<file path="src/design/pit_pkg.sv">
/*
 * Shared constants and types of the parallel I/O and interval timer block.
 * Assumes one 40 MHz clock and a bit-addressed register port of 32 single-bit locations.
 */
package pit_pkg;

    localparam int unsigned PIT_NLINES  = 16;
    localparam int unsigned PIT_ADDR_W  = 5;
    localparam int unsigned PIT_CNT_W   = 14;
    localparam int unsigned PIT_DEC_DIV = 64;  // System clocks per counter step.

    // Bit addresses on the serial bit I/O bus.
    localparam logic [4:0] PIT_A_CTRL     = 5'h00;
    localparam logic [4:0] PIT_A_CNT_LSB  = 5'h01;
    localparam logic [4:0] PIT_A_CNT_MSB  = 5'h0e;
    localparam logic [4:0] PIT_A_SOFT_RST = 5'h0f;
    localparam logic [3:0] PIT_TIMER_LVL  = 4'h3;

    // Values after initialization.
    localparam logic [15:0] PIT_RST_PIO_OUT = 16'hffff;
    localparam logic [15:0] PIT_RST_PIO_DIR = 16'h0000;
    localparam logic [15:0] PIT_RST_MASK    = 16'h0000;
    localparam logic [13:0] PIT_RST_CNT     = 14'h0000;

    typedef enum logic {
        PIT_MODE_IRQ,
        PIT_MODE_CLK
    } pit_mode_e;

    typedef struct packed {
        logic       req_n;  // Active-low request to the processor.
        logic [3:0] code;   // Number of the winning request level.
    } pit_irq_s;

endpackage

</file>
<file path="src/design/pit_core.sv">
/*
 * Sixteen-line parallel port, fifteen-input interrupt prioritiser and 14-bit
 * auto-reloading interval timer behind a single-bit register port.
 * Assumes the host issues one-cycle strobes on i_ref_clk; pins are asynchronous.
 */
// The register addresses and the strobed register port were chosen for this implementation.
// Summary of operation
// RULE1: Sixteen parallel lines, each read or written alone as one bit.
// RULE2: Lines 0-6 plain I/O; lines 7-15 double as interrupts 15 down to 7.
// RULE3: A written line holds its level until written again.
// RULE4: Reinitialize on reset pin, reset instruction, or bit 15 written 0 in clock mode.
// RULE5: After initialization every line is an input, pulled high.
// RULE6: Writing a line makes it an output until the next initialization.
// RULE7: Bit 0 written 1 selects clock mode, written 0 interrupt mode.
// RULE8: In clock mode bits 1-14 hold the 14-bit start count.
// RULE9: Counter decrements right after loading, once every 64 clocks.
// RULE10: In interrupt mode bits 1 onward write the interrupt mask.
// RULE11: Host puts a 1 in the first bit of a multi-bit timer load.
// RULE12: Counter reaching zero raises a level-3 request.
// RULE13: Timer request passes only in interrupt mode with mask bit 3 set.
// RULE14: Service software clears mask bit 3 after taking the timer interrupt.
// RULE15: At zero the counter reloads the start value and keeps counting.
// RULE16: While the timer runs the external level-3 input is ignored.
// RULE17: Host holds interrupt mode a step long before reading the count.
// RULE18: Loading zero into the counter in clock mode stops the timer.
// RULE19: Only inputs whose mask bit is 1 reach the processor.
// RULE20: Lowest-numbered unmasked request is encoded; active-low request asserted.
// RULE21: Entering clock mode captures the running count for stable reads.
`timescale 1ns/1ps
module pit_core
    import pit_pkg::*;
#(
    parameter int unsigned DEC_DIV = PIT_DEC_DIV
) (
    input  wire logic                  i_ref_clk,              // System clock, 40 MHz.
    input  wire logic                  i_nrst,                 // Asynchronous reset, active low.
    input  wire logic [PIT_ADDR_W-1:0] i_addr,                 // Bit address.
    input  wire logic                  i_wr_data,              // Bit to write.
    input  wire logic                  i_wr_en,                // Write strobe.
    input  wire logic                  i_rd_en,                // Read strobe.
    output logic                       o_rd_data,              // Read bit, cycle after strobe.
    input  wire logic                  i_reset_io_instruction, // Reset instruction pulse.
    input  wire logic [PIT_NLINES-1:0] i_pio_in,               // Parallel line pin levels.
    output logic      [PIT_NLINES-1:0] o_pio_out,              // Parallel line drive levels.
    output logic      [PIT_NLINES-1:0] o_pio_oe_n,             // Low while the line is driven.
    input  wire logic [6:1]            i_irq_n,                // Dedicated interrupt pins 1-6.
    output pit_irq_s                   o_irq                   // Priority code and request.
);

    localparam int unsigned DIV_W = $clog2(DEC_DIV);
    localparam logic [DIV_W-1:0] DIV_LAST = DIV_W'(DEC_DIV - 1);

    function automatic logic [15:0] pit_put(input logic [15:0] v, input logic [3:0] idx, input logic b);
        logic [15:0] r;
        r = v;
        r[idx] = b;
        return r;
    endfunction

    function automatic logic [4:0] pit_prio(input logic [15:0] r);
        logic [4:0] res;
        res = 5'h00;
        for (int i = 15; i >= 1; i--) begin
            if (r[i]) begin
                res = {1'b1, 4'(i)};
            end
        end
        return res;
    endfunction

    // Two-stage synchronisers for all pin inputs.
    logic [21:0]          sync1_ff;
    logic [21:0]          sync2_ff;
    logic [15:0]          pio_lvl;
    logic [6:1]           ded_n;

    pit_mode_e            mode_ff;
    logic [15:0]          pio_out_ff;
    logic [15:0]          pio_dir_ff;
    logic [15:0]          mask_ff;
    logic [13:0]          start_ff;
    logic [13:0]          count_ff;
    logic [13:0]          snap_ff;
    logic [DIV_W-1:0]     div_ff;
    logic                 tflag_ff;
    logic                 rd_ff;
    pit_irq_s             irq_ff;

    wire                  clk_mode  = (mode_ff == PIT_MODE_CLK);
    wire [3:0]            bidx      = i_addr[3:0];
    wire                  addr_lo   = (i_addr >= PIT_A_CNT_LSB) && (i_addr <= PIT_A_CNT_MSB);
    wire                  wr_ctrl   = i_wr_en && (i_addr == PIT_A_CTRL);
    wire                  wr_15     = i_wr_en && (i_addr == PIT_A_SOFT_RST);
    wire                  wr_pio    = i_wr_en && i_addr[4];
    wire                  wr_cnt    = i_wr_en && addr_lo && clk_mode;                   // RULE8
    wire                  wr_mask   = (i_wr_en && addr_lo || wr_15) && !clk_mode;       // RULE10
    wire                  soft_rst  = wr_15 && clk_mode && !i_wr_data;                   // RULE4
    wire                  init      = soft_rst || i_reset_io_instruction;               // RULE4
    wire                  enter_clk = wr_ctrl && i_wr_data && !clk_mode;                // RULE21
    wire [15:0]           start_w   = pit_put({1'b0, start_ff, 1'b0}, bidx, i_wr_data);
    wire [13:0]           nxt_start = start_w[14:1];
    wire                  busy      = (start_ff != PIT_RST_CNT);
    wire                  step      = busy && (div_ff == DIV_LAST);
    wire                  fire      = step && (count_ff <= 14'h0001);
    wire                  tclr      = wr_cnt || (wr_mask && bidx == PIT_TIMER_LVL);
    wire                  nxt_tflag = fire || (tflag_ff && !tclr);

    assign pio_lvl = sync2_ff[15:0];
    assign ded_n   = sync2_ff[21:16];

    // Raw requests by level; bit 0 is unused so that the index is the level.
    logic [15:0] req;
    assign req[0] = 1'b0;
    genvar k;
    generate
        for (k = 1; k <= 6; k++) begin : g_ded
            if (k == 3) begin : g_lvl3
                // The timer owns level 3 while it runs; the pin is then ignored.
                assign req[k] = busy ? (tflag_ff && !clk_mode) : !ded_n[k];  // RULE16 RULE13
            end else begin : g_plain
                assign req[k] = !ded_n[k];
            end
        end
        for (k = 7; k <= 15; k++) begin : g_shared
            assign req[k] = !pio_lvl[22-k];  // RULE2
        end
    endgenerate

    wire [15:0] masked = req & mask_ff;  // RULE19
    wire [4:0]  win    = pit_prio(masked);  // RULE20

    wire rd_sel = (i_addr == PIT_A_CTRL) ? clk_mode :
                  i_addr[4]              ? pio_lvl[bidx] :                                  // RULE1
                  (clk_mode && addr_lo)  ? snap_ff[4'(bidx - 4'h1)] :                       // RULE21
                  clk_mode               ? !irq_ff.req_n : req[bidx];

    always_ff @(posedge i_ref_clk or negedge i_nrst) begin
        if (!i_nrst) begin
            sync1_ff <= 22'h3fffff;
            sync2_ff <= 22'h3fffff;
        end else begin
            sync1_ff <= {i_irq_n, i_pio_in};
            sync2_ff <= sync1_ff;
        end
    end

    always_ff @(posedge i_ref_clk or negedge i_nrst) begin
        if (!i_nrst) begin
            mode_ff    <= PIT_MODE_IRQ;
            pio_out_ff <= PIT_RST_PIO_OUT;
            pio_dir_ff <= PIT_RST_PIO_DIR;
            mask_ff    <= PIT_RST_MASK;
        end else if (init) begin
            mode_ff    <= PIT_MODE_IRQ;       // RULE4
            pio_out_ff <= PIT_RST_PIO_OUT;    // RULE5
            pio_dir_ff <= PIT_RST_PIO_DIR;    // RULE5
            mask_ff    <= PIT_RST_MASK;
        end else begin
            if (wr_ctrl) begin
                mode_ff <= i_wr_data ? PIT_MODE_CLK : PIT_MODE_IRQ;  // RULE7
            end
            if (wr_pio) begin
                pio_out_ff <= pit_put(pio_out_ff, bidx, i_wr_data);  // RULE3
                pio_dir_ff <= pit_put(pio_dir_ff, bidx, 1'b1);       // RULE6
            end
            if (wr_mask) begin
                mask_ff <= pit_put(mask_ff, bidx, i_wr_data);        // RULE10
            end
        end
    end

    // Timer. Any write to a count bit restarts the prescaler so that the first
    // step after a load is a full 64 clocks away.
    always_ff @(posedge i_ref_clk or negedge i_nrst) begin
        if (!i_nrst) begin
            start_ff <= PIT_RST_CNT;
            count_ff <= PIT_RST_CNT;
            div_ff   <= '0;
            tflag_ff <= 1'b0;
        end else if (init) begin
            start_ff <= PIT_RST_CNT;
            count_ff <= PIT_RST_CNT;
            div_ff   <= '0;
            tflag_ff <= 1'b0;
        end else begin
            tflag_ff <= nxt_tflag;                                   // RULE12
            if (wr_cnt) begin
                start_ff <= nxt_start;                               // RULE18
                count_ff <= nxt_start;
                div_ff   <= '0;
            end else if (busy) begin
                div_ff <= step ? '0 : div_ff + 1'b1;                 // RULE9
                if (step) begin
                    count_ff <= fire ? start_ff : count_ff - 14'h0001;  // RULE15
                end
            end
        end
    end

    always_ff @(posedge i_ref_clk or negedge i_nrst) begin
        if (!i_nrst) begin
            snap_ff <= PIT_RST_CNT;
            rd_ff   <= 1'b0;
            irq_ff  <= '{req_n: 1'b1, code: 4'h0};
        end else begin
            if (enter_clk) begin
                snap_ff <= count_ff;  // RULE21
            end
            rd_ff  <= i_rd_en && rd_sel;
            irq_ff <= '{req_n: !win[4], code: win[3:0]};  // RULE20
        end
    end

    assign o_rd_data  = rd_ff;
    assign o_pio_out  = pio_out_ff;
    assign o_pio_oe_n = ~pio_dir_ff;
    assign o_irq      = irq_ff;
endmodule

</file>
<file path="config.mk">
export PLATFORM = sky130hd
export DESIGN_NAME = pit_core
export DESIGN_NICKNAME = d
export VERILOG_FILES = /design/src/design/pit_pkg.sv /design/src/design/pit_core.sv
export SDC_FILE = /design/constraint.sdc
export NUM_CORES = 1
export LEC_CHECK = 0
export BUFFER_PORTS_ARGS = -buffer_cell sky130_fd_sc_hd__clkbuf_2
export CAP_MARGIN = 40
export CORE_ASPECT_RATIO = 0.9
export CORE_MARGIN = 4
export CORE_UTILIZATION = 59
export CTS_CLUSTER_SIZE = 28
export DETAILED_ROUTE_END_ITERATION = 12
export MAX_ROUTING_LAYER = met4
export PLACE_DENSITY = 0.85
export REMOVE_ABC_BUFFERS = 1
export SLEW_MARGIN = 20
export SYNTH_ARGS = -nofsm -noshare
export SYNTH_HDL_FRONTEND = slang
export SYNTH_SLANG_ARGS = --single-unit
export TNS_END_PERCENT = 20
</file>
<file path="constraint.sdc">
create_clock -name i_ref_clk -period 3 [get_ports i_ref_clk]
set_input_delay 0.15 -clock i_ref_clk [delete_from_list [all_inputs] [get_ports i_ref_clk]]
set_output_delay 0.15 -clock i_ref_clk [all_outputs]
set_load 0.01 [all_outputs]
</file>
==> results of run 1 <==
## power groups by stage
stage / combinational [mW] / sequential, mW / clock (mW)
after floorplan: 0.241 / 2.15 / 0
after global placement: 0.438 / 2.16 / 0
after detailed placement: 0.441 / 2.16 / 0
after CTS: 0.469 / 2.13 / 2.14
after global routing: 0.521 / 2.14 / 2.24
final: 0.478 / 2.13 / 2.12
## repair_timing
action | 4_1_cts | 5_1_grt
hold buffers | 23 | 0
hold endpoints to repair | 71 | 0
setup buffers | 0 | 0
## worst max path at each step
stage | startpoint | to | cells past startpoint
after CTS | count_ff[0]$_DFFE_PN0P_ | count_ff[10]$_DFFE_PN0P_ | 8
final | count_ff[0]$_DFFE_PN0P_ | count_ff[10]$_DFFE_PN0P_ | 8
after global placement | count_ff[0]$_DFFE_PN0P_ | count_ff[10]$_DFFE_PN0P_ | 8
after global routing | count_ff[0]$_DFFE_PN0P_ | count_ff[9]$_DFFE_PN0P_ | 10
after detailed placement | count_ff[0]$_DFFE_PN0P_ | count_ff[10]$_DFFE_PN0P_ | 8
after floorplan | i_addr[0] | count_ff[4]$_DFFE_PN0P_ | 7
## cells in the mapped netlist, types with 3 or more instances
library cell	count	area share, %
dfrtp_1	86	31
nor2_1	70	3.8
dfstp_2	61	23
nand2_1	48	2.6
nand3_1	35	2.5
o21ai_0	35	2.5
a21oi_1	34	2.4
mux2i_1	31	4.5
clkbuf_1	27	1.5
inv_1	26	1.4
nor3_1	24	1.7
o21a_1	21	2.3
mux2_2	16	2.6
nand2b_1	13	1.2
nand4_1	11	0.99
mux4_2	10	3.2
nor2b_1	9	0.81
buf_2	8	0.57
ha_1	8	1.4
buf_1	6	0.32
a211oi_1	5	0.54
a31oi_1	5	0.45
nor4_1	5	0.45
o211ai_1	5	0.54
o31ai_1	5	0.54
a22oi_1	4	0.43
a311oi_1	4	0.50
a21o_1	3	0.32
and2_1	3	0.27
o22ai_1	3	0.27
or3_1	3	0.27
or4_1	3	0.32
xor2_1	3	0.38
## logic make-up (layout without fill, tap and decap cells)
kind of cell               count (synthesis)  after routing  synth area share (%)
AOI/OAI and AO/OA                        137            137                  12.6
xor gates and xnor gates                   5              5                 0.628
adders and majority gates                  8              8                  1.44
buffers and inverters                     67            176                  3.75
DFF                                      147            147                  53.9
muxes                                     57             57                  10.3
and+or+nand+nor                          245            245                  17.5
## critical path, cell delays in order, from the launching register on
cell and delay (ns):
dfrtp_1 0.46, inv_1 0.12, ha_1 0.24, or3b_2 0.53, or4_2 0.58, nor2_1 0.14
mux2_2 0.18, a22oi_1 0.06, o22ai_1 0.19
## final cells by class
| type | instances | area, um2 |
|---|---|---|
| well taps | 156 | 195 |
| fillers | 849 | 3070 |
| clock inverters | 9 | 78.8 |
| flip-flops and latches | 147 | 3750 |
| inverters | 26 | 97.6 |
| clock buffers | 23 | 522 |
| multi-input cells | 452 | 2980 |
| repair buffers | 118 | 787 |
## cells in the final DEF (no fill, tap or decap), drive strengths merged, types with 16 or more instances in the layout
cell type,n
clkbuf,92
dfrtp,86
nor2,71
dfstp,61
nand2,49
o21ai,35
nand3,35
a21oi,34
inv,32
mux2i,31
buf,26
nor3,25
dlygate4sd3,23
o21a,21
mux2,16
## layer usage
metal	share of wire (%)	vias up	global-route usage (%)
met5	0	-	-
met4	1.9	0	10.0
met3	8.1	38	7.14
met2	48	262	46.1
met1	42	2839	41.0
li1	-	2570	-
## registers in the layout, summed over array words and instances, names as in the netlist
signal	count
clk_mode	1
sync1_ff	22
count_ff	14
o_rd_data	1
start_ff	14
o_irq	5
pio_dir_ff	16
o_pio_out	16
sync2_ff	22
tflag_ff	1
div_ff	6
snap_ff	14
mask_ff	15
## stage by stage
stage	power [mW]	util, %	setup TNS [ns]
final	4.73	73.3	0
after global routing	4.90	73.3	0
after CTS	4.74	73.3	0
after detailed placement	2.61	66.0	0
after global placement	2.60	66.0	0
after floorplan	2.39	-	-15.17
==> impl_metrics.yaml, run 1 <==
critical_path:
  cp_data_arrival_time_ns: 2.93
  r2r_start: "count_ff[0]$_DFFE_PN0P_"
  endpoint_kind: "flip-flop"
  cp_max_fo: 6
  start_kind: "flip-flop"
  rrSetupSlack_ns: 0.41
  required_ns: 3.34
  r2r_end: "count_ff[10]$_DFFE_PN0P_"
  criticalPathCategory: "flip-flop to flip-flop"
  reg2regPathDepth: 8
sta:
  period_share_pct: 86.2
  worst_slack_ns: 0.414
  slew_headroom_pct: 53.1
  fin_worst_skew_ns: 0.00699
  finalHoldViolCount: 0
  fin_crit_ns: 2.59
  final-setup-viol-count: 0
  tightest_slew_ns: 0.702
  fmax_mhz: 387
  rsz0062_at_grt: "no"
  holdWs_ns: 0.0931
  maxSlewViolCount: 0
clock_network:
  htreeDepth: 4
  cts_buffer_depth: 2
  cts.reportedPaths.clkPinSlew_ns: 0.06
  cts_root_buf: "clkbuf_16"
  numClockSinks: 147
  cts_buffers: 17
  clk_latency_ns: 0.43
  cts_resized: 0
  cts_tree: "yes"
yosys:
  syn_area_um2: 6970
  ys_seq_area_share_pct: 53.9
  avgSynthCellArea_um2: 10.5
  synth-seq-cells: 147
  synth_edf_count: 0
  ys_warn_count: 0
  synthFlopType: "dfrtp_1"
  synth_cell_types: 63
  syn_inst: 666
  async_reset_ff_share_pct: 100
detailed_routing:
  ant_nets: 0
  drc: 0
  avgRoutedWirePerCell_um: 20.4
  vias: 5709
  drtPass1Iterations: 5
  dr.first_iter.drc_count: 588
  drt-total-wl_um: 19000
  viasPerCell: 6.13
worst_hold_path:
  whs_path_depth: 3
  holdCritPathClass: "primary input to flip-flop"
  whs_endpoint: "o_rd_data$_DFF_PN0_"
  hold_start: "i_rd_en"
floorplan:
  dieArea_um2: 13600
  rows: 37
  pin_count: 71
  fp.dieH_um: 111
  die_w_um: 123
  initial_core_util_pct: 60.7
  coreArea_um2: 11500
pwr:
  power.internal_mw: 3.52
  p_leak_nw: 3.80
  power_frac_seq_pct: 45.1
  p_sw_mw: 1.21
  clockPowerShare_pct: 44.8
  peakVddDrop_mv: 0.570
  comb_power_share_pct: 10.1
  p_per_area_nw_per_um2: 562
  switching_share_pct: 25.6
finish:
  diodes: 0
  finalNonFillerCells: 931
  drive_above_1_share_pct: 29.2
  nets: 803
  area_delta_synth_final_pct: 20.7
  design_area_um2: 8410
global_route:
  grt_usage_pct: 30.5
  antenna_found_initial: 0
  grt_pass1_wl_um: 31100
  grt_pass1_vias: 5890
  grt_start_max_net_pins: 70
  grt_overflow: 0
placement:
  placed_cell_area_um2: 7580
  hpwl_um: 12800
  port_buffers: 70
  gp_congestion: 0.999
  dp.cells: 876
  dpl_worst_slack_ns: 0.501
run:
  maxCapViolCount: 0
status:
  status: "finished, final reports clean"
Note: power is estimated with default switching activity, not from simulation.
==> inputs of run 2 (changes only) <==
--- a/config.mk
+++ b/config.mk
@@ -5,15 +5,16 @@
 export SDC_FILE = /design/constraint.sdc
 export NUM_CORES = 1
 export LEC_CHECK = 0
+export ABC_AREA = 1
 export BUFFER_PORTS_ARGS = -buffer_cell sky130_fd_sc_hd__clkbuf_2
 export CAP_MARGIN = 40
 export CORE_ASPECT_RATIO = 0.9
 export CORE_MARGIN = 4
-export CORE_UTILIZATION = 59
+export CORE_UTILIZATION = 50
 export CTS_CLUSTER_SIZE = 28
 export DETAILED_ROUTE_END_ITERATION = 12
 export MAX_ROUTING_LAYER = met4
-export PLACE_DENSITY = 0.85
+export PLACE_DENSITY = 0.74
 export REMOVE_ABC_BUFFERS = 1
 export SLEW_MARGIN = 20
 export SYNTH_ARGS = -nofsm -noshare
==> impl_metrics.yaml, run 2 <==
critical_path:
  reg2regPathDepth: 11
  required_ns: 3.35
  criticalPathCategory: "flip-flop to flip-flop"
  cp_max_fo: 26
  rrSetupSlack_ns: 0.77
  r2r_end: "count_ff[8]$_DFFE_PN0P_"
  start_kind: "flip-flop"
  endpoint_kind: "flip-flop"
  cp_data_arrival_time_ns: 2.58
  r2r_start: "start_ff[9]$_DFFE_PN0P_"
detailed_routing:
  avgRoutedWirePerCell_um: 15.9
  viasPerCell: 5.25
  drc: 0
  drtPass1Iterations: 5
  vias: 5946
  ant_nets: 0
  drt-total-wl_um: 18000
  dr.first_iter.drc_count: 655
yosys:
  synthFlopType: "dfrtp_1"
  ys_warn_count: 0
  async_reset_ff_share_pct: 100
  synth.area.mux_share_pct: 0.427
  synth_cell_types: 46
  synth-seq-cells: 147
  ys_seq_area_share_pct: 53.4
  synth.area.top_cells: "dfrtp_1 (31%), dfstp_2 (23%), nand2_1 (9.6%)"
  synth_top_area_share_pct: 30.6
  synth_compound_area_share_pct: 11.7
  synth-simple-area-share_pct: 23.4
  synth-xor-area-share_pct: 1.62
  synth.most_common_cell: "nand2_1"
  synth_top_family_by_area: "simple AND/OR/NAND/NOR gates"
  avgSynthCellArea_um2: 8.42
  syn_inst: 835
  synth_top_area_cell: "dfrtp_1"
  synth_edf_count: 0
  syn_area_um2: 7030
  synthAdderAreaFrac_pct: 1.42
  ys_top_cells_by_count: "nand2_1 (180), nor2_1 (116), inv_1 (99)"
global_route:
  grt_usage_pct: 24.2
  grt_pass1_vias: 5960
  antenna_found_initial: 0
  grt_start_max_net_pins: 85
  grt_pass1_wl_um: 30000
  grt_overflow: 0
sta:
  worst_slack_ns: 0.771
  maxSlewViolCount: 0
  tns_ns: 0
  holdWs_ns: 0.0677
  rsz0062_at_grt: "no"
  fin_worst_skew_ns: 0.00719
  slew_headroom_pct: 62.2
  tightest_slew_ns: 0.567
  finalHoldViolCount: 0
  fmax_mhz: 449
  fin_crit_ns: 2.23
  final-setup-viol-count: 0
  period_share_pct: 74.3
clock_network:
  cts_buffers: 17
  cts_tree: "yes"
  cts_buffer_depth: 2
  cts.reportedPaths.clkPinSlew_ns: 0.06
  cts_setup_buffers: 0
  numClockSinks: 147
  clk_latency_ns: 0.43
  htreeDepth: 4
  cts_resized: 0
  cts_root_buf: "clkbuf_16"
worst_hold_path:
  hold_start: "i_reset_io_instruction"
  holdCritPathClass: "primary input to flip-flop"
  whs_endpoint: "clk_mode$_DFFE_PN0P_"
  whs_path_depth: 4
finish:
  nets: 971
  area_delta_synth_final_pct: 18.9
  final_common_cell: "nand2_1"
  design_area_um2: 8360
  top_regs: "sync1_ff (22), sync2_ff (22)"
  drive_above_1_share_pct: 20.7
  final_cell_mix: "nand2_1 (180), nor2_1 (116), inv_1 (99)"
  diodes: 0
  finalNonFillerCells: 1132
  postLayoutCoreUtil_pct: 61.6
placement:
  dpl_worst_slack_ns: 0.580
  port_buffers: 70
  placed_cell_area_um2: 7540
  dp.cells: 1076
  gp_congestion: 0.974
  hpwl_um: 12500
floorplan:
  rows: 40
  die_w_um: 133
  pin_count: 71
  coreArea_um2: 13600
  fp.dieH_um: 121
  dieArea_um2: 16000
  initial_core_util_pct: 51.8
status:
  status: "finished, final reports clean"
pwr:
  p_leak_nw: 3.93
  peakVddDrop_mv: 0.446
  p_per_area_nw_per_um2: 609
  finalPower_mw: 5.09
run:
  maxCapViolCount: 0
run 2: layout make-up:
cell class                      count  area [um2]
Clock buffer                       19         443
Clock inverter                     13         133
Inverter                          106         405
Multi-Input combinational cell    555        2710
Fill cell                        1205        5200
Sequential cell                   147        3750
Timing Repair Buffer              103         677
Tap cell                          189         236
run 2: timing repair:
item | 4_1_cts | 5_1_grt
setup endpoints to repair | 0 | 0
endpoints found under the hold margin | 55 | 0
hold buffers | 24 | 0
run 2: logic make-up after synthesis:
| group | count (synthesis) |
|---|---|
| and+or+nand+nor | 381 |
| AOI/OAI and AO/OA | 150 |
| DFF | 147 |
| buffers and inverters | 133 |
| xor gates and xnor gates | 13 |
| adders and majority gates | 8 |
| muxes | 3 |
run 2: where the power goes:
group	total [mW]	leakage, nW	switching [mW]	internal, mW
clock network	2.07	0.287	0.826	1.24
logic	0.796	1.81	0.502	0.293
registers	2.23	1.83	0.0933	2.14
run 2: worst max path at each step:
stage | from | to | slack (ns) | depth (start not counted)
3_3_place_gp | i_addr[0] | count_ff[0]$_DFFE_PN0P_ | 0.70 | 13
4_1_cts | start_ff[9]$_DFFE_PN0P_ | count_ff[8]$_DFFE_PN0P_ | 0.82 | 11
3_5_place_dp | i_addr[0] | count_ff[0]$_DFFE_PN0P_ | 0.58 | 13
6_report | start_ff[9]$_DFFE_PN0P_ | count_ff[8]$_DFFE_PN0P_ | 0.77 | 11
2_1_floorplan | i_addr[0] | div_ff[3]$_DFFE_PN0P_ | 0.94 | 14
5_1_grt | start_ff[10]$_DFFE_PN0P_ | count_ff[5]$_DFFE_PN0P_ | 0.56 | 11
run 2: worst max-delay path, cell delays in order, from the launching register on:
cell     delay, ns
dfrtp_1       0.39
inv_1         0.12
nand4_1       0.10
nor2_1        0.27
nand2_2       0.18
nand2_1       0.15
nor2_4        0.07
nand2_2       0.38
inv_1         0.16
nand3_1       0.13
nand4_1       0.09
o21ai_1       0.09
run 2: per-layer routing:
metal | vias up | GRT usage, % | part of all wire [%]
li1 | 2862 | - | -
met1 | 2835 | 34.2 | 48
met2 | 220 | 34.6 | 44
met3 | 29 | 6.36 | 7.6
met4 | 0 | 6.75 | 1.3
met5 | - | - | 0
==> inputs of run 3 (changes only) <==
--- a/config.mk
+++ b/config.mk
@@ -14,7 +14,7 @@
 export CTS_CLUSTER_SIZE = 28
 export DETAILED_ROUTE_END_ITERATION = 12
 export MAX_ROUTING_LAYER = met4
-export PLACE_DENSITY = 0.74
+export PLACE_DENSITY = 0.77
 export REMOVE_ABC_BUFFERS = 1
 export SLEW_MARGIN = 20
 export SYNTH_ARGS = -nofsm -noshare
==> constraint.sdc (replaced) <==
create_clock -name i_ref_clk -period 1.8 [get_ports i_ref_clk]
set_input_delay 0.09 -clock i_ref_clk [delete_from_list [all_inputs] [get_ports i_ref_clk]]
set_output_delay 0.09 -clock i_ref_clk [all_outputs]
set_load 0.01 [all_outputs]
==> impl_metrics.yaml, run 3 (synthesis gave the netlist of run 2 again) <==
detailed_routing:
  ant_nets: 0
  drc: 0
  drt-total-wl_um: 20100
  drtPass1Iterations: 6
  vias: 6432
  avgRoutedWirePerCell_um: 16.6
  viasPerCell: 5.32
  dr.first_iter.drc_count: 695
finish:
  drive_above_1_share_pct: 29.5
  area_delta_synth_final_pct: 30.6
  top_regs: "sync1_ff (22), sync2_ff (22)"
  design_area_um2: 9180
  final_cell_mix: "nand2_1 (178), nor2_1 (112), inv_1 (95)"
  diodes: 0
  final_common_cell: "nand2_1"
  nets: 1049
sta:
  tightest_slew_ns: 0.503
  fmax_mhz: 538
  holdWs_ns: 0.0263
  tns_ns: -0.169
  fin_crit_ns: 1.86
  slew_headroom_pct: 66.4
  rsz0062_at_grt: "yes"
  period_share_pct: 103
  finalHoldViolCount: 0
  fin_worst_skew_ns: 0.00714
  maxSlewViolCount: 0
  final-setup-viol-count: 6
  worst_slack_ns: -0.0602
critical_path:
  endpoint_kind: "flip-flop"
  cp_max_fo: 12
  start_kind: "flip-flop"
  criticalPathCategory: "flip-flop to flip-flop"
  required_ns: 2.11
  rrSetupSlack_ns: -0.06
  cp_data_arrival_time_ns: 2.17
status:
  violations: "negative setup slack"
  status: "complete, but fails checks"
global_route:
  grt_pass1_wl_um: 32200
  grt_overflow: 0
  antenna_found_initial: 0
  grt_pass1_vias: 6271
  grt_start_max_net_pins: 47
  grt_usage_pct: 26.4
clock_network:
  clk_latency_ns: 0.42
  cts.reportedPaths.clkPinSlew_ns: 0.06
  cts_tree: "yes"
  cts_buffer_depth: 2
  cts_root_buf: "clkbuf_16"
  numClockSinks: 147
  htreeDepth: 4
  cts_buffers: 17
pwr:
  p_per_area_nw_per_um2: 1010
  peakVddDrop_mv: 0.788
  p_leak_nw: 4.39
floorplan:
  coreArea_um2: 13600
  dieArea_um2: 16000
  pin_count: 71
  initial_core_util_pct: 51.8
  fp.dieH_um: 121
  die_w_um: 133
  rows: 40
placement:
  hpwl_um: 14100
  placed_cell_area_um2: 8140
  gp_congestion: 1.01
  port_buffers: 70
worst_hold_path:
  holdCritPathClass: "primary input to flip-flop"
run:
  maxCapViolCount: 0
run 3: final timing paths:
kind,endpoint,cells past startpoint,startpoint
worst max register to register,count_ff[0]$_DFFE_PN0P_,11,count_ff[1]$_DFFE_PN0P_
max in group asynchronous,sync1_ff[11]$_DFF_PN1_,3,i_nrst
worst min-delay path,o_rd_data$_DFF_PN0_,4,i_addr[4]
min in group asynchronous,snap_ff[9]$_DFFE_PN0P_,2,i_nrst
worst max-delay path,count_ff[0]$_DFFE_PN0P_,11,count_ff[1]$_DFFE_PN0P_
worst min register to register,sync2_ff[7]$_DFF_PN1_,0,sync1_ff[7]$_DFF_PN1_
run 3: what timing repair did:
item	in CTS	in global routing
gates cloned	1	0
hold buffers	24	0
gates resized for setup	15	26
hold endpoints to repair	77	0
setup endpoints to repair	14	22
buffers inserted	3	3
pin swaps	6	9
run 3: per-layer routing:
metal,GRT usage (%),routed length [um]
met4,7.40,350
met2,38.9,9190
met1,36.9,8830
met3,6.32,1690
met5,-,0
run 3: through the flow:
| step | util [%] | worst slack, ns | std cells | power, mW |
|---|---|---|---|---|
| after global placement | 60.0 | -0.186 | 1147 | 5.29 |
| after detailed placement | 60.0 | -0.211 | 1147 | 5.31 |
| after global routing | 67.7 | -0.148 | 1210 | 9.65 |
| after CTS | 67.0 | -0.0335 | 1207 | 9.15 |
| after floorplan | - | -0.242 | 808 | 4.60 |
| final | 67.7 | -0.0602 | 1210 | 9.23 |
run 3: report_power, final:
group          leakage (nW)  switching [mW]  internal (mW)
registers              1.83           0.152           3.56
logic                  2.26            1.03          0.811
clock network         0.300            1.37           2.31
run 3: worst max-delay path: stages (launching register included):
cell and delay [ns]:
dfrtp_1 0.39, inv_2 0.12, ha_4 0.15, nor3b_2 0.14
o21ai_1 0.10, nor2_1 0.17, nand2_2 0.14, buf_12 0.17
nand2_1 0.07, o21ai_2 0.06, o21ai_1 0.15, nand2_1 0.07
run 3: area by class of cell:
| cell class | instances | area, um2 |
|---|---|---|
| inverters | 106 | 405 |
| clock buffers | 18 | 429 |
| fillers | 1067 | 4380 |
| well taps | 189 | 236 |
| multi-input cells | 555 | 2820 |
| clock inverters | 14 | 186 |
| repair buffers | 181 | 1350 |
| flip-flops and latches | 147 | 3760 |
